<file path="config.mk">
export PLATFORM = sky130hd
export DESIGN_NAME = prog_counter_paging_stack
export DESIGN_NICKNAME = d
export VERILOG_FILES = /design/src/prog_counter_paging_stack.v /design/src/ret_stack.v
export VERILOG_INCLUDE_DIRS = /design/src /design/src/src
export SDC_FILE = /design/constraint.sdc
export NUM_CORES = 1
export LEC_CHECK = 0
export ABC_AREA = 1
export BUFFER_PORTS_ARGS = -buffer_cell sky130_fd_sc_hd__buf_2
export CAP_MARGIN = 20
export CELL_PAD_IN_SITES_DETAIL_PLACEMENT = 1
export CELL_PAD_IN_SITES_GLOBAL_PLACEMENT = 1
export CORE_MARGIN = 10
export CORE_UTILIZATION = 42
export DETAILED_ROUTE_END_ITERATION = 12
export MAX_ROUTING_LAYER = met4
export PLACE_DENSITY_LB_ADDON = 0.2
export SLEW_MARGIN = 20
export SYNTH_ARGS = -nofsm -noshare
export SYNTH_HDL_FRONTEND = slang
export SYNTH_HIERARCHICAL = 1
export SYNTH_SLANG_ARGS = --single-unit
</file>
<file path="constraint.sdc">
create_clock -name sys_clk -period 4.93 [get_ports sys_clk]
set_clock_uncertainty 0.15 [all_clocks]
set_input_delay 0.7395 -clock sys_clk [delete_from_list [all_inputs] [get_ports sys_clk]]
set_output_delay 0.7395 -clock sys_clk [all_outputs]
set_load 0.02 [all_outputs]
</file>
<file path="src/pc_stack_defs.vh">
// Purpose: constants for the program sequencing block
// Assumes: included by bare name from the design files
// Notes on behaviour
// - Instruction pointer width is a parameter: 9, 10 or 11 bits.
// - Addresses above the configured width are discarded, so values wrap.
// - Reset loads the pointer with all ones, the last word of memory.
// - Incrementing from the reset vector rolls over to address zero.
// - Reset clears the page select bits, preselecting page zero.
// - Sequential increment carries into next page; page select bits stay unchanged.
// - Jump, call and low-byte write take upper bits from page select bits.
// - Two-level return stack, entries as wide as the pointer.
// - Call copies level one into two, then pointer plus one into one.
// - Beyond two calls only the two newest addresses remain, silently.
// - Return-with-literal loads pointer from stack top, copies two into one.
// - Return-with-literal also loads the accumulator with its 8-bit literal.
// - Further returns reload the old level-two address; pops never clear it.
`ifndef PC_STACK_DEFS_VH
`define PC_STACK_DEFS_VH
`define IP_WIDTH_DEFAULT    11
`define PAGE_BITS_WIDTH     2
`define PAGE_BITS_RESET     2'h0
`define LOW_BYTE_WIDTH      8
`define LITERAL_WIDTH       8
`define ACC_RESET           8'h00
`define PAGE_SIZE_LOG2      9
`define OP_NONE             3'h0
`define OP_STEP             3'h1
`define OP_GOTO             3'h2
`define OP_CALL             3'h3
`define OP_RETURN_LIT       3'h4
`define OP_WRITE_LOW        3'h5
`define OP_WRITE_PAGE       3'h6
`endif

</file>
<file path="src/prog_counter_paging_stack.v">
// Purpose: instruction pointer, page preselect and return stack
// Assumes: one op per instruction-clock edge from the decoder
// Notes: master_clear_n is a pin, synchronised with three flops
`timescale 1ns/1ps
`include "pc_stack_defs.vh"
module prog_counter_paging_stack #(
  parameter IP_WIDTH = `IP_WIDTH_DEFAULT
) (
  input  wire                        sys_clk,
  input  wire                        rst,
  input  wire                        master_clear_n,
  input  wire [2:0]                  op,
  input  wire [8:0]                  jump_target,
  input  wire [`LITERAL_WIDTH-1:0]   literal,
  input  wire [`PAGE_BITS_WIDTH-1:0] page_select_wdata,
  output reg  [IP_WIDTH-1:0]         instr_pointer,
  output wire [`LOW_BYTE_WIDTH-1:0]  instr_pointer_low_byte,
  output reg  [`PAGE_BITS_WIDTH-1:0] page_select_bits,
  output reg  [`LITERAL_WIDTH-1:0]   accumulator,
  output reg                         in_reset
);
  localparam [IP_WIDTH-1:0] RESET_VECTOR = {IP_WIDTH{1'b1}};
  localparam ST_RUN = 1'b0;
  localparam ST_RST = 1'b1;

  reg  [2:0]          master_clear_n_sync_reg;
  wire                clear_now;
  reg                 state_reg;
  wire [IP_WIDTH-1:0] stack_top;
  wire [IP_WIDTH-1:0] ip_plus_one;
  reg  [IP_WIDTH-1:0] ip_next;
  reg  [IP_WIDTH-1:0] paged_target;
  reg  [10:0]         wide_target;
  reg  [10:0]         wide_low;
  reg                 push;
  reg                 pop;

  assign instr_pointer_low_byte = instr_pointer[`LOW_BYTE_WIDTH-1:0];
  assign ip_plus_one = instr_pointer + {{(IP_WIDTH-1){1'b0}}, 1'b1};

  // Pin sync: act once the two later stages agree low
  always @(posedge sys_clk or posedge rst) begin
    if (rst)
      master_clear_n_sync_reg <= 3'h0;
    else
      master_clear_n_sync_reg <= {master_clear_n_sync_reg[1:0], master_clear_n};
  end
  assign clear_now = ~master_clear_n_sync_reg[1] & ~master_clear_n_sync_reg[2];

  always @(posedge sys_clk or posedge rst) begin
    if (rst)
      state_reg <= ST_RST;
    else if (clear_now)
      state_reg <= ST_RST;
    else
      state_reg <= ST_RUN;
  end

  always @* begin
    // Page bits land above bit 8; excess truncated away by width
    wide_target = {page_select_bits, jump_target};
    wide_low = {page_select_bits, 1'b0, literal};
    paged_target = RESET_VECTOR;
    if (op == `OP_WRITE_LOW)
      paged_target = wide_low[IP_WIDTH-1:0];
    else
      paged_target = wide_target[IP_WIDTH-1:0];
  end

  always @* begin
    push = 1'b0;
    pop = 1'b0;
    ip_next = instr_pointer;
    case (op)
      `OP_STEP, `OP_WRITE_PAGE:
        ip_next = ip_plus_one;
      `OP_GOTO, `OP_WRITE_LOW:
        ip_next = paged_target;
      `OP_CALL: begin
        // Blocked on the first clear cycle too, or the stack shifts in reset
        push = (state_reg == ST_RUN) && !clear_now;
        ip_next = paged_target;
      end
      `OP_RETURN_LIT: begin
        pop = (state_reg == ST_RUN) && !clear_now;
        ip_next = stack_top;
      end
      default:
        ip_next = instr_pointer;
    endcase
  end

  ret_stack #(
    .W(IP_WIDTH)
  ) u_stack (
    .sys_clk      (sys_clk),
    .rst          (rst),
    .push         (push),
    .pop          (pop),
    .push_addr    (ip_plus_one),
    .stack_top    (stack_top),
    .stack_level2 ()
  );

  always @(posedge sys_clk or posedge rst) begin
    if (rst) begin
      instr_pointer <= RESET_VECTOR;
      page_select_bits <= `PAGE_BITS_RESET;
      accumulator <= `ACC_RESET;
      in_reset <= 1'b1;
    end else if (clear_now || state_reg == ST_RST) begin
      instr_pointer <= RESET_VECTOR;
      page_select_bits <= `PAGE_BITS_RESET;
      in_reset <= clear_now;
    end else begin
      in_reset <= 1'b0;
      instr_pointer <= ip_next;
      if (op == `OP_WRITE_PAGE)
        page_select_bits <= page_select_wdata;
      if (op == `OP_RETURN_LIT)
        accumulator <= literal;
    end
  end
endmodule

</file>
<file path="src/ret_stack.v">
// Purpose: two-level return-address stack
// Assumes: push and pop never asserted together
// Notes: overflow and underflow raise no flag
`timescale 1ns/1ps
module ret_stack #(
  parameter W = 11
) (
  input  wire         sys_clk,
  input  wire         rst,
  input  wire         push,
  input  wire         pop,
  input  wire [W-1:0] push_addr,
  output wire [W-1:0] stack_top,
  output wire [W-1:0] stack_level2
);
  reg [W-1:0] level_reg [0:1];

  assign stack_top    = level_reg[0];
  assign stack_level2 = level_reg[1];

  always @(posedge sys_clk or posedge rst) begin
    if (rst) begin
      level_reg[0] <= {W{1'b0}};
      level_reg[1] <= {W{1'b0}};
    end else if (push) begin
      level_reg[1] <= level_reg[0];
      level_reg[0] <= push_addr;
      // Oldest entry falls off the end unreported
    end else if (pop) begin
      level_reg[0] <= level_reg[1];
      // Level two left as is, so repeated pops replay it
    end
  end
endmodule

</file>
==> results of run 1 <==
metal layers:
layer | GRT usage, % | wire, um
met1 | 20.1 | 3530
met2 | 27.0 | 3710
met4 | 4.59 | 116
met3 | 3.74 | 290
met5 | - | 0
cell usage after synthesis:
cell | number | area (um^2)
xnor2_1 | 2 | 17.5
inv_1 | 20 | 75.1
dfrtp_1 | 35 | 876
nand3_1 | 53 | 265
nand3_2 | 2 | 20.0
dfstp_2 | 13 | 342
a21oi_1 | 9 | 45.0
o21bai_1 | 1 | 7.51
nand4_1 | 5 | 31.3
o21ai_0 | 6 | 30.0
ha_1 | 1 | 12.5
buf_2 | 9 | 45.0
xor2_1 | 1 | 8.76
o21ai_1 | 6 | 30.0
nor2_1 | 33 | 124
nor4_1 | 1 | 6.26
nor2_4 | 2 | 22.5
buf_6 | 1 | 11.3
nand2_4 | 1 | 11.3
nand2_2 | 3 | 18.8
nand2_1 | 112 | 420
and2_1 | 6 | 37.5
inv_2 | 3 | 11.3
buf_4 | 10 | 75.1
area by class of cell:
cell class / count / area [um^2]
clock inverters: 3 / 18.8
clock buffers: 5 / 68.8
fillers: 769 / 3010
repair buffers: 55 / 278
inverters: 23 / 86.3
well taps: 75 / 93.8
multi-input cells: 244 / 1110
flip-flops and latches: 48 / 1220
logic make-up (layout without fill, tap and decap cells):
logic type	after synthesis	in the layout
XOR/XNOR	3	3
flip-flops	48	48
AND/OR/NAND/NOR	218	218
buffers and inverters	43	86
adder cells (fa/ha/maj)	1	1
AO/OA/AOI/OAI	22	22
power by group:
group	internal, mW	switching [mW]	leakage [nW]
logic	0.127	0.241	0.870
registers	0.501	0.0894	0.583
clock network	0.0992	0.142	0.0479
total	0.728	0.473	1.50
path summary, 6_finish.rpt:
path | endpoint | slack (ns) | cells past startpoint
setup / recovery | u_stack/stack_top[4]$_DFFE_PP0P_ | 2.17 | 9
setup reg to reg | u_stack/stack_top[4]$_DFFE_PP0P_ | 2.19 | 7
hold reg to reg | master_clear_n_sync_reg[1]$_DFF_PP0_ | 0.22 | 0
max in group asynchronous | u_stack/stack_level2[4]$_DFFE_PP0P_ | 3.64 | 2
min in group asynchronous | page_select_bits[1]$_DFFE_PP0P_ | 0.38 | 2
hold / removal | master_clear_n_sync_reg[1]$_DFF_PP0_ | 0.22 | 0
stage by stage:
step	hold slack [ns]	utilization, %
after global placement	0.194	47.4
after floorplan	0.181	-
final	0.221	48.9
after CTS	0.225	48.9
after global routing	0.233	48.9
after detailed placement	0.193	47.4
==> results_dict.tcl, run 1 <==
set metrics [dict create \
    status "completed" \
    avgSynthCellArea_um2 7.59 \
    clock_latency_ns 0.31 \
    reg2reg_from "master_clear_n_sync_reg[1]$_DFF_PP0_" \
    required_ns 4.98 \
    fin_setup_tns_ns 0 \
    io_pins 55 \
    hold_path.class "register to register" \
    critPathSlowestCell "inv_1" \
    final_area_um2 2880 \
    yosysSeqAreaShare_pct 47.9 \
    n_antenna_cell 0 \
    holdBufCountCts 0 \
    muxShareOfSynthArea_pct 0 \
    route.detailed.drc 0 \
    hold_start "master_clear_n_sync_reg[0]$_DFF_PP0_" \
    slew_headroom_pct 34.9 \
    end_kind "register" \
    max_stage_delay_ns 0.52 \
    crit_chain "buf_2, inv_1, nand2_2, nor2_4, nand2_1, inv_1, nor2_1, nand2_1, nand3_1" \
    htree_levels 2 \
    setup_viol 0 \
    drv_cap 0 \
    root_buffer "clkbuf_8" \
    postRouteAntennaNets 0 \
    drive_above_1_share_pct 23.3 \
    start_util_pct 43.2 \
    clockBufferDepth 2 \
    hold_violations 0 \
    yosysWarnings 6 \
    grt_pass1_wl_um 12800 \
    num_rows 28 \
    synthAdderAreaFrac_pct 0.492 \
    vias 2357 \
    cp.buffers_inverters 3 \
    nets 403 \
    routed_via_density 5.20 \
    worst_slew_pin_slew_ns 0.970 \
    wl_um 7650 \
    path_clk_slew_ns 0.10 \
    synth_cells 335 \
    place_ws_ns 1.85 \
    start_kind "input port" \
    area_growth_pct 13.1 \
    portBuffers 54 \
    period_share_pct 55.9 \
    ctsResizeCount 0 \
    cts_sinks 48 \
    ir_drop_uv 175 \
    die_x_um 97.8 \
    numCtsBuffers 5 \
    power_mw 1.20 \
    report.final.slew_viol_count 0 \
    routabilityCongestion 0.875 \
    core-area_um2 5890 \
    fmax_ghz 0.363 \
    synth_xor_xnor_area_share_pct 1.03 \
    cts_tree "built" \
    crit_start "op[0]" \
    netlist_area_um2 2540 \
    die_area_um2 9570 \
    grt_max_degree 27 \
    critPathArrivalTime_ns 2.81 \
    antenna_found_initial 0 \
    die_h_um 97.8 \
    path_delay_family "simple AND/OR/NAND/NOR gates" \
    worstSetupPathType "input port to register" \
    cp_max_fo 15 \
    grt.total_usage_pct 16.6 \
    mostFrequentLayoutCell "nand2_1" \
    synth_nets 361 \
    yosys.area_share.simple_pct 37.6 \
    grt_pass1_vias 2578 \
    initialDrtViolationCount 91 \
    pwr_density_cell_nw_per_um2 417 \
    rsz0062_at_grt "no" \
    synth_top_family_by_area "simple AND/OR/NAND/NOR gates" \
    dpl_cell_area_um2 2790 \
    synth_cell_type_count 24 \
    worst_slack_ns 2.17 \
    dp_hpwl_um 5910 \
    wl_per_cell_um 16.9 \
    grt_overflow_total 0 \
    period_needed_ns 2.76 \
    final_cell_mix "nand2_1 (112), buf_2 (54), nand3_1 (53)" \
    fin_cells 453 \
    dr.pass1.iters 4 \
    cts_setup_buffers 0 \
    placed_cells 445 \
    synth_compound_area_share_pct 4.43 \
    leakagePower_nw 1.50 \
    synth-seq-cells 48 \
]
Power figures use the tool's default switching activity.
==> inputs of run 2 (changes only) <==
--- a/config.mk
+++ b/config.mk
@@ -12,7 +12,7 @@
 export CELL_PAD_IN_SITES_DETAIL_PLACEMENT = 1
 export CELL_PAD_IN_SITES_GLOBAL_PLACEMENT = 1
 export CORE_MARGIN = 10
-export CORE_UTILIZATION = 42
+export CORE_UTILIZATION = 39
 export DETAILED_ROUTE_END_ITERATION = 12
 export MAX_ROUTING_LAYER = met4
 export PLACE_DENSITY_LB_ADDON = 0.2
==> constraint.sdc (replaced) <==
create_clock -name sys_clk -period 2.75 [get_ports sys_clk]
set_clock_uncertainty 0.15 [all_clocks]
set_input_delay 0.4125 -clock sys_clk [delete_from_list [all_inputs] [get_ports sys_clk]]
set_output_delay 0.4125 -clock sys_clk [all_outputs]
set_load 0.02 [all_outputs]
==> results_dict.tcl, run 2 (synthesis gave the netlist of run 1 again) <==
set metrics [dict create \
    status "completed" \
    die_area_um2 10200 \
    use_met1_pct 21.1 \
    fin_setup_tns_ns 0 \
    htree_levels 2 \
    cts_sinks 48 \
    nets 411 \
    numCtsBuffers 5 \
    reg2reg_depth 7 \
    setup_viol 0 \
    grt_overflow_total 0 \
    drive_above_1_share_pct 24.9 \
    fill_cells 824 \
    final_cell_mix "nand2_1 (112), buf_2 (54), nand3_1 (53)" \
    start_util_pct 40.1 \
    r2r-end "u_stack/stack_top[8]$_DFFE_PP0P_" \
    routed_via_density 5.12 \
    routabilityCongestion 0.826 \
    regArea_um2 1220 \
    reg2reg_from "instr_pointer[0]$_DFFE_PP1P_" \
    hold_start "master_clear_n" \
    end_kind "register" \
    io_pins 55 \
    crit_end "u_stack/stack_top[8]$_DFFE_PP0P_" \
    grt_max_degree 23 \
    reg2reg_slack_ns 0.73 \
    multi_input_area_um2 1110 \
    hold_path.class "input port to register" \
    dr.pass1.iters 4 \
    antenna_found_initial 0 \
    portBuffers 54 \
    mostFrequentLayoutCell "nand2_1" \
    vias 2372 \
    report.final.slew_viol_count 0 \
    crit_start "instr_pointer[0]$_DFFE_PP1P_" \
    power_mw 2.25 \
    grt.total_usage_pct 16.7 \
    grt_use_met3_pct 3.57 \
    worstSetupPathType "register to register" \
    grt_pass1_vias 2630 \
    wl_per_cell_um 16.8 \
    die_h_um 101 \
    n_antenna_cell 0 \
    rsz0062_at_grt "no" \
    critPathArrivalTime_ns 2.08 \
    clock_latency_ns 0.31 \
    cp_max_fo 6 \
    period_share_pct 73.6 \
    cts_setup_buffers 0 \
    drv_cap 0 \
    ir_drop_uv 344 \
    die_x_um 101 \
    dp_hpwl_um 6060 \
    worst_slack_ns 0.726 \
    cts_tree "built" \
    top_usage_layer "met2" \
    num_rows 29 \
    root_buffer "clkbuf_8" \
    holdBufCountCts 0 \
    period_needed_ns 2.02 \
    hold_violations 0 \
    leakagePower_nw 1.55 \
    route.detailed.drc 0 \
    fmax_ghz 0.494 \
    path_clk_slew_ns 0.10 \
    required_ns 2.80 \
    initialDrtViolationCount 87 \
    clockBufferDepth 2 \
    grt_pass1_wl_um 13300 \
    pwr_density_cell_nw_per_um2 758 \
    slew_headroom_pct 43.3 \
    ctsResizeCount 0 \
    wl_um 7770 \
    postRouteAntennaNets 0 \
    worst_slew_pin_slew_ns 0.849 \
    area_growth_pct 16.7 \
    core-area_um2 6350 \
    place_ws_ns 0.701 \
    use_met2_pct 27.0 \
    start_kind "register" \
]
run 2: cell types whose count changed in the layout (fill, tap and decap cells not counted), sizes merged:
| cell | previous run | this run |
|---|---|---|
| clkinvlp | 0 | 1 |
| buf | 55 | 63 |
| inv | 22 | 24 |
| clkinv | 4 | 0 |
| bufinv | 0 | 1 |
run 2: metrics by stage:
stage | cells | hold WS [ns] | area [um^2] | utilization [%]
floorplan | 335 | 0.181 | 2540 | -
global placement | 455 | 0.194 | 2850 | 44.9
detailed placement | 455 | 0.186 | 2850 | 44.9
CTS | 463 | 0.0546 | 2970 | 46.7
global route | 463 | 0.0422 | 2970 | 46.7
finish | 463 | 0.0564 | 2970 | 46.7
run 2: power breakdown:
part           switching, mW  internal, mW  leakage [nW]  total [mW]
logic                  0.428         0.236         0.912       0.664
registers              0.148         0.899         0.583        1.05
clock network          0.263         0.274        0.0548       0.538
total                  0.839          1.41          1.55        2.25
run 2: routing by layer:
metal,up-vias,part of all wire (%)
met2,52,48
met4,0,0.73
li1,1161,-
met1,1152,47
met3,7,4.3
met5,-,0
run 2: critical path: stages (launching register included):
cell and delay [ns]:
dfstp_2 0.59, ha_1 0.22, nand2_1 0.07, nor2_1 0.34
nand4_1 0.16, and2_1 0.21, nand2_1 0.10, nand3_1 0.08
run 2: worst min-delay path by stage:
stage / depth (start not counted) / endpoint / slack (ns)
2_1_floorplan: 0 / master_clear_n_sync_reg[1]$_DFF_PP0_ / 0.18
3_3_place_gp: 0 / master_clear_n_sync_reg[1]$_DFF_PP0_ / 0.19
3_5_place_dp: 0 / master_clear_n_sync_reg[1]$_DFF_PP0_ / 0.19
4_1_cts: 1 / master_clear_n_sync_reg[0]$_DFF_PP0_ / 0.05
5_1_grt: 1 / master_clear_n_sync_reg[0]$_DFF_PP0_ / 0.04
6_report: 1 / master_clear_n_sync_reg[0]$_DFF_PP0_ / 0.06
run 2: area by class of cell:
| class | count | area share, % |
|---|---|---|
| multi-input combinational | 244 | 37.6 |
| sequential | 48 | 41.0 |
| inverter | 23 | 2.91 |
| tap | 77 | 3.25 |
| timing repair buffer | 63 | 11.4 |
| clock buffer | 5 | 2.32 |
| clock inverter | 3 | 1.56 |
==> inputs of run 3 (changes only) <==
--- a/config.mk
+++ b/config.mk
@@ -6,13 +6,13 @@
 export SDC_FILE = /design/constraint.sdc
 export NUM_CORES = 1
 export LEC_CHECK = 0
-export ABC_AREA = 1
+export ABC_AREA = 0
 export BUFFER_PORTS_ARGS = -buffer_cell sky130_fd_sc_hd__buf_2
 export CAP_MARGIN = 20
 export CELL_PAD_IN_SITES_DETAIL_PLACEMENT = 1
 export CELL_PAD_IN_SITES_GLOBAL_PLACEMENT = 1
 export CORE_MARGIN = 10
-export CORE_UTILIZATION = 39
+export CORE_UTILIZATION = 43
 export DETAILED_ROUTE_END_ITERATION = 12
 export MAX_ROUTING_LAYER = met4
 export PLACE_DENSITY_LB_ADDON = 0.2
==> constraint.sdc (replaced) <==
create_clock -name sys_clk -period 1.92 [get_ports sys_clk]
set_clock_uncertainty 0.15 [all_clocks]
set_input_delay 0.288 -clock sys_clk [delete_from_list [all_inputs] [get_ports sys_clk]]
set_output_delay 0.288 -clock sys_clk [all_outputs]
set_load 0.02 [all_outputs]
==> results_dict.tcl, run 3 <==
set metrics [dict create \
    status "completed" \
    start_util_pct 44.2 \
    htree_levels 2 \
    period_needed_ns 1.88 \
    vias 2251 \
    fill_cells 743 \
    drive_above_1_share_pct 39.5 \
    wl_per_cell_um 19.8 \
    grt_overflow_total 0 \
    grt.total_usage_pct 16.8 \
    final_area_um2 3340 \
    setup_viol 0 \
    required_ns 1.97 \
    postRouteAntennaNets 0 \
    synth_cell_type_count 52 \
    yosys-top-cells-count "dfrtp_1 (35), o21ai_0 (26), nand2_1 (22)" \
    grt_pass1_vias 2425 \
    path_clk_slew_ns 0.09 \
    ys_async_sr_fraction_pct 100 \
    synth_nets 296 \
    grt_max_degree 34 \
    synth-seq-cells 48 \
    antenna_found_initial 0 \
    fmax_ghz 0.533 \
    route.detailed.drc 0 \
    whs_ns 0.0697 \
    die_area_um2 10100 \
    routed_via_density 5.50 \
    start_kind "register" \
    synth_top_area_share_pct 31.4 \
    clock_latency_ns 0.31 \
    avgSynthCellArea_um2 10.3 \
    dpl_cell_area_um2 3160 \
    fin_setup_tns_ns 0 \
    synth-edff-count 0 \
    grt_pass1_wl_um 13100 \
    fin_util_pct 52.9 \
    cts_tree "built" \
    nets 357 \
    drv_cap 0 \
    dr.pass1.iters 4 \
    routabilityCongestion 0.857 \
    ir_drop_uv 562 \
    synthMostInstantiatedCell "dfrtp_1" \
    num_rows 29 \
    root_buffer "clkbuf_8" \
    numCtsBuffers 5 \
    worstSetupPathType "register to register" \
    yosysSeqAreaShare_pct 43.7 \
    wl_um 8090 \
    period_share_pct 97.8 \
    end_kind "register" \
    synth_flop_cell "dfrtp_1" \
    portBuffers 54 \
    dp_hpwl_um 6170 \
    hold_path.class "input port to register" \
    hold_violations 0 \
    initialDrtViolationCount 135 \
    n_antenna_cell 0 \
    core-area_um2 6310 \
    worst_slew_pin_slew_ns 0.468 \
    report.final.slew_viol_count 0 \
    area_growth_pct 19.8 \
    cp_max_fo 33 \
    rsz0062_at_grt "no" \
    holdPathStages 2 \
    netlist_area_um2 2790 \
    yosysWarnings 6 \
    mostFrequentLayoutCell "buf_2" \
    fin_cells 409 \
    synth_cells 270 \
    pwr_density_cell_nw_per_um2 1040 \
    die_x_um 101 \
    final_cell_mix "buf_2 (54), dfrtp_1 (35), o21ai_0 (26)" \
    placed_cells 398 \
    io_pins 55 \
    die_h_um 101 \
    reg2reg_depth 4 \
    leakagePower_nw 1.51 \
    synth_area_leaders "dfrtp_1 (31%), dfstp_2 (12%), mux2_4 (8.6%)" \
    slew_headroom_pct 68.0 \
    yosys.area.top_type "dfrtp_1" \
    clockBufferDepth 2 \
    critPathArrivalTime_ns 1.92 \
    cts_sinks 48 \
]
-- run 3: cell types whose count changed in the layout (fill, tap and decap cells not counted), sizes merged, moves of 14 or more --
| cell | before | now |
|---|---|---|
| nor2 | 35 | 12 |
| nand2 | 116 | 22 |
| mux2 | 0 | 20 |
| buf | 63 | 77 |
| inv | 24 | 9 |
| mux2i | 0 | 18 |
| o21ai | 12 | 26 |
| nand3 | 55 | 12 |
-- run 3: final timing paths --
| path | startpoint | slack [ns] | end |
|---|---|---|---|
| min in group asynchronous | rst | 0.28 | accumulator[0]$_DFFE_PP0P_ |
| worst max register to register | state_reg$_DFF_PP1_ | 0.04 | u_stack/stack_level2[5]$_DFFE_PP0P_ |
| max in group asynchronous | rst | 0.74 | instr_pointer[4]$_DFFE_PP1P_ |
| worst min register to register | master_clear_n_sync_reg[0]$_DFF_PP0_ | 0.22 | master_clear_n_sync_reg[1]$_DFF_PP0_ |
| worst min-delay path | literal[3] | 0.07 | accumulator[3]$_DFFE_PP0P_ |
| worst max-delay path | state_reg$_DFF_PP1_ | 0.04 | u_stack/stack_level2[5]$_DFFE_PP0P_ |
-- run 3: layout make-up --
type                            count  area (um^2)  share of cell area, %
Sequential cell                    48         1220                   36.4
Inverter                           10         42.5                   1.27
Timing Repair inverter              1         5.00                  0.150
Multi-Input combinational cell    186         1410                   42.2
Timing Repair Buffer               79          475                   14.2
Clock inverter                      1         7.51                  0.225
Clock buffer                        7         86.3                   2.58
Tap cell                           77         96.3                   2.88
-- run 3: worst max-delay path, stage by stage (launching register included) --
cell and delay (ns):
dfstp_2 0.38, o21ba_2 0.39, and3_1 0.26, buf_12 0.21
mux2_2 0.37
-- run 3: timing repair --
| action | in CTS | in global routing |
|---|---|---|
| gates resized for setup | 0 | 11 |
| hold buffers | 2 | 0 |
| buffers inserted | 0 | 0 |
| hold endpoints to repair | 26 | 0 |
| endpoints found under the setup margin | 0 | 21 |
-- run 3: cells by family after synthesis --
kind of cell    Yosys count  synth area share (%)
buf+inv                  36                  7.90
flops                    48                  43.7
fa+ha+maj                 2                 0.807
mux                      38                  16.7
simple gates             78                  14.1
compound gates           57                  13.4
xor+xnor                 11                  3.45
-- run 3: stage by stage --
| step | power (mW) | setup WS (ns) |
|---|---|---|
| after floorplan | 2.40 | -0.000577 |
| after global placement | 2.74 | 0.0640 |
| after detailed placement | 2.80 | 0.0191 |
| after CTS | 3.47 | 0.00212 |
| after global routing | 3.71 | 0.00618 |
| final | 3.47 | 0.0426 |
-- run 3: report_power, final --
part	internal, mW	switching [mW]	total (mW)	leakage, nW
logic	0.578	0.654	1.23	0.891
clock network	0.293	0.355	0.648	0.0445
registers	1.34	0.248	1.59	0.572
-- run 3: routing by layer --
layer	track usage [%]	share of wire, %	wire (um)
met2	25.4	48	3860
met5	-	0	0
met4	4.67	1.0	84
met3	4.32	5.4	435
met1	21.6	46	3710
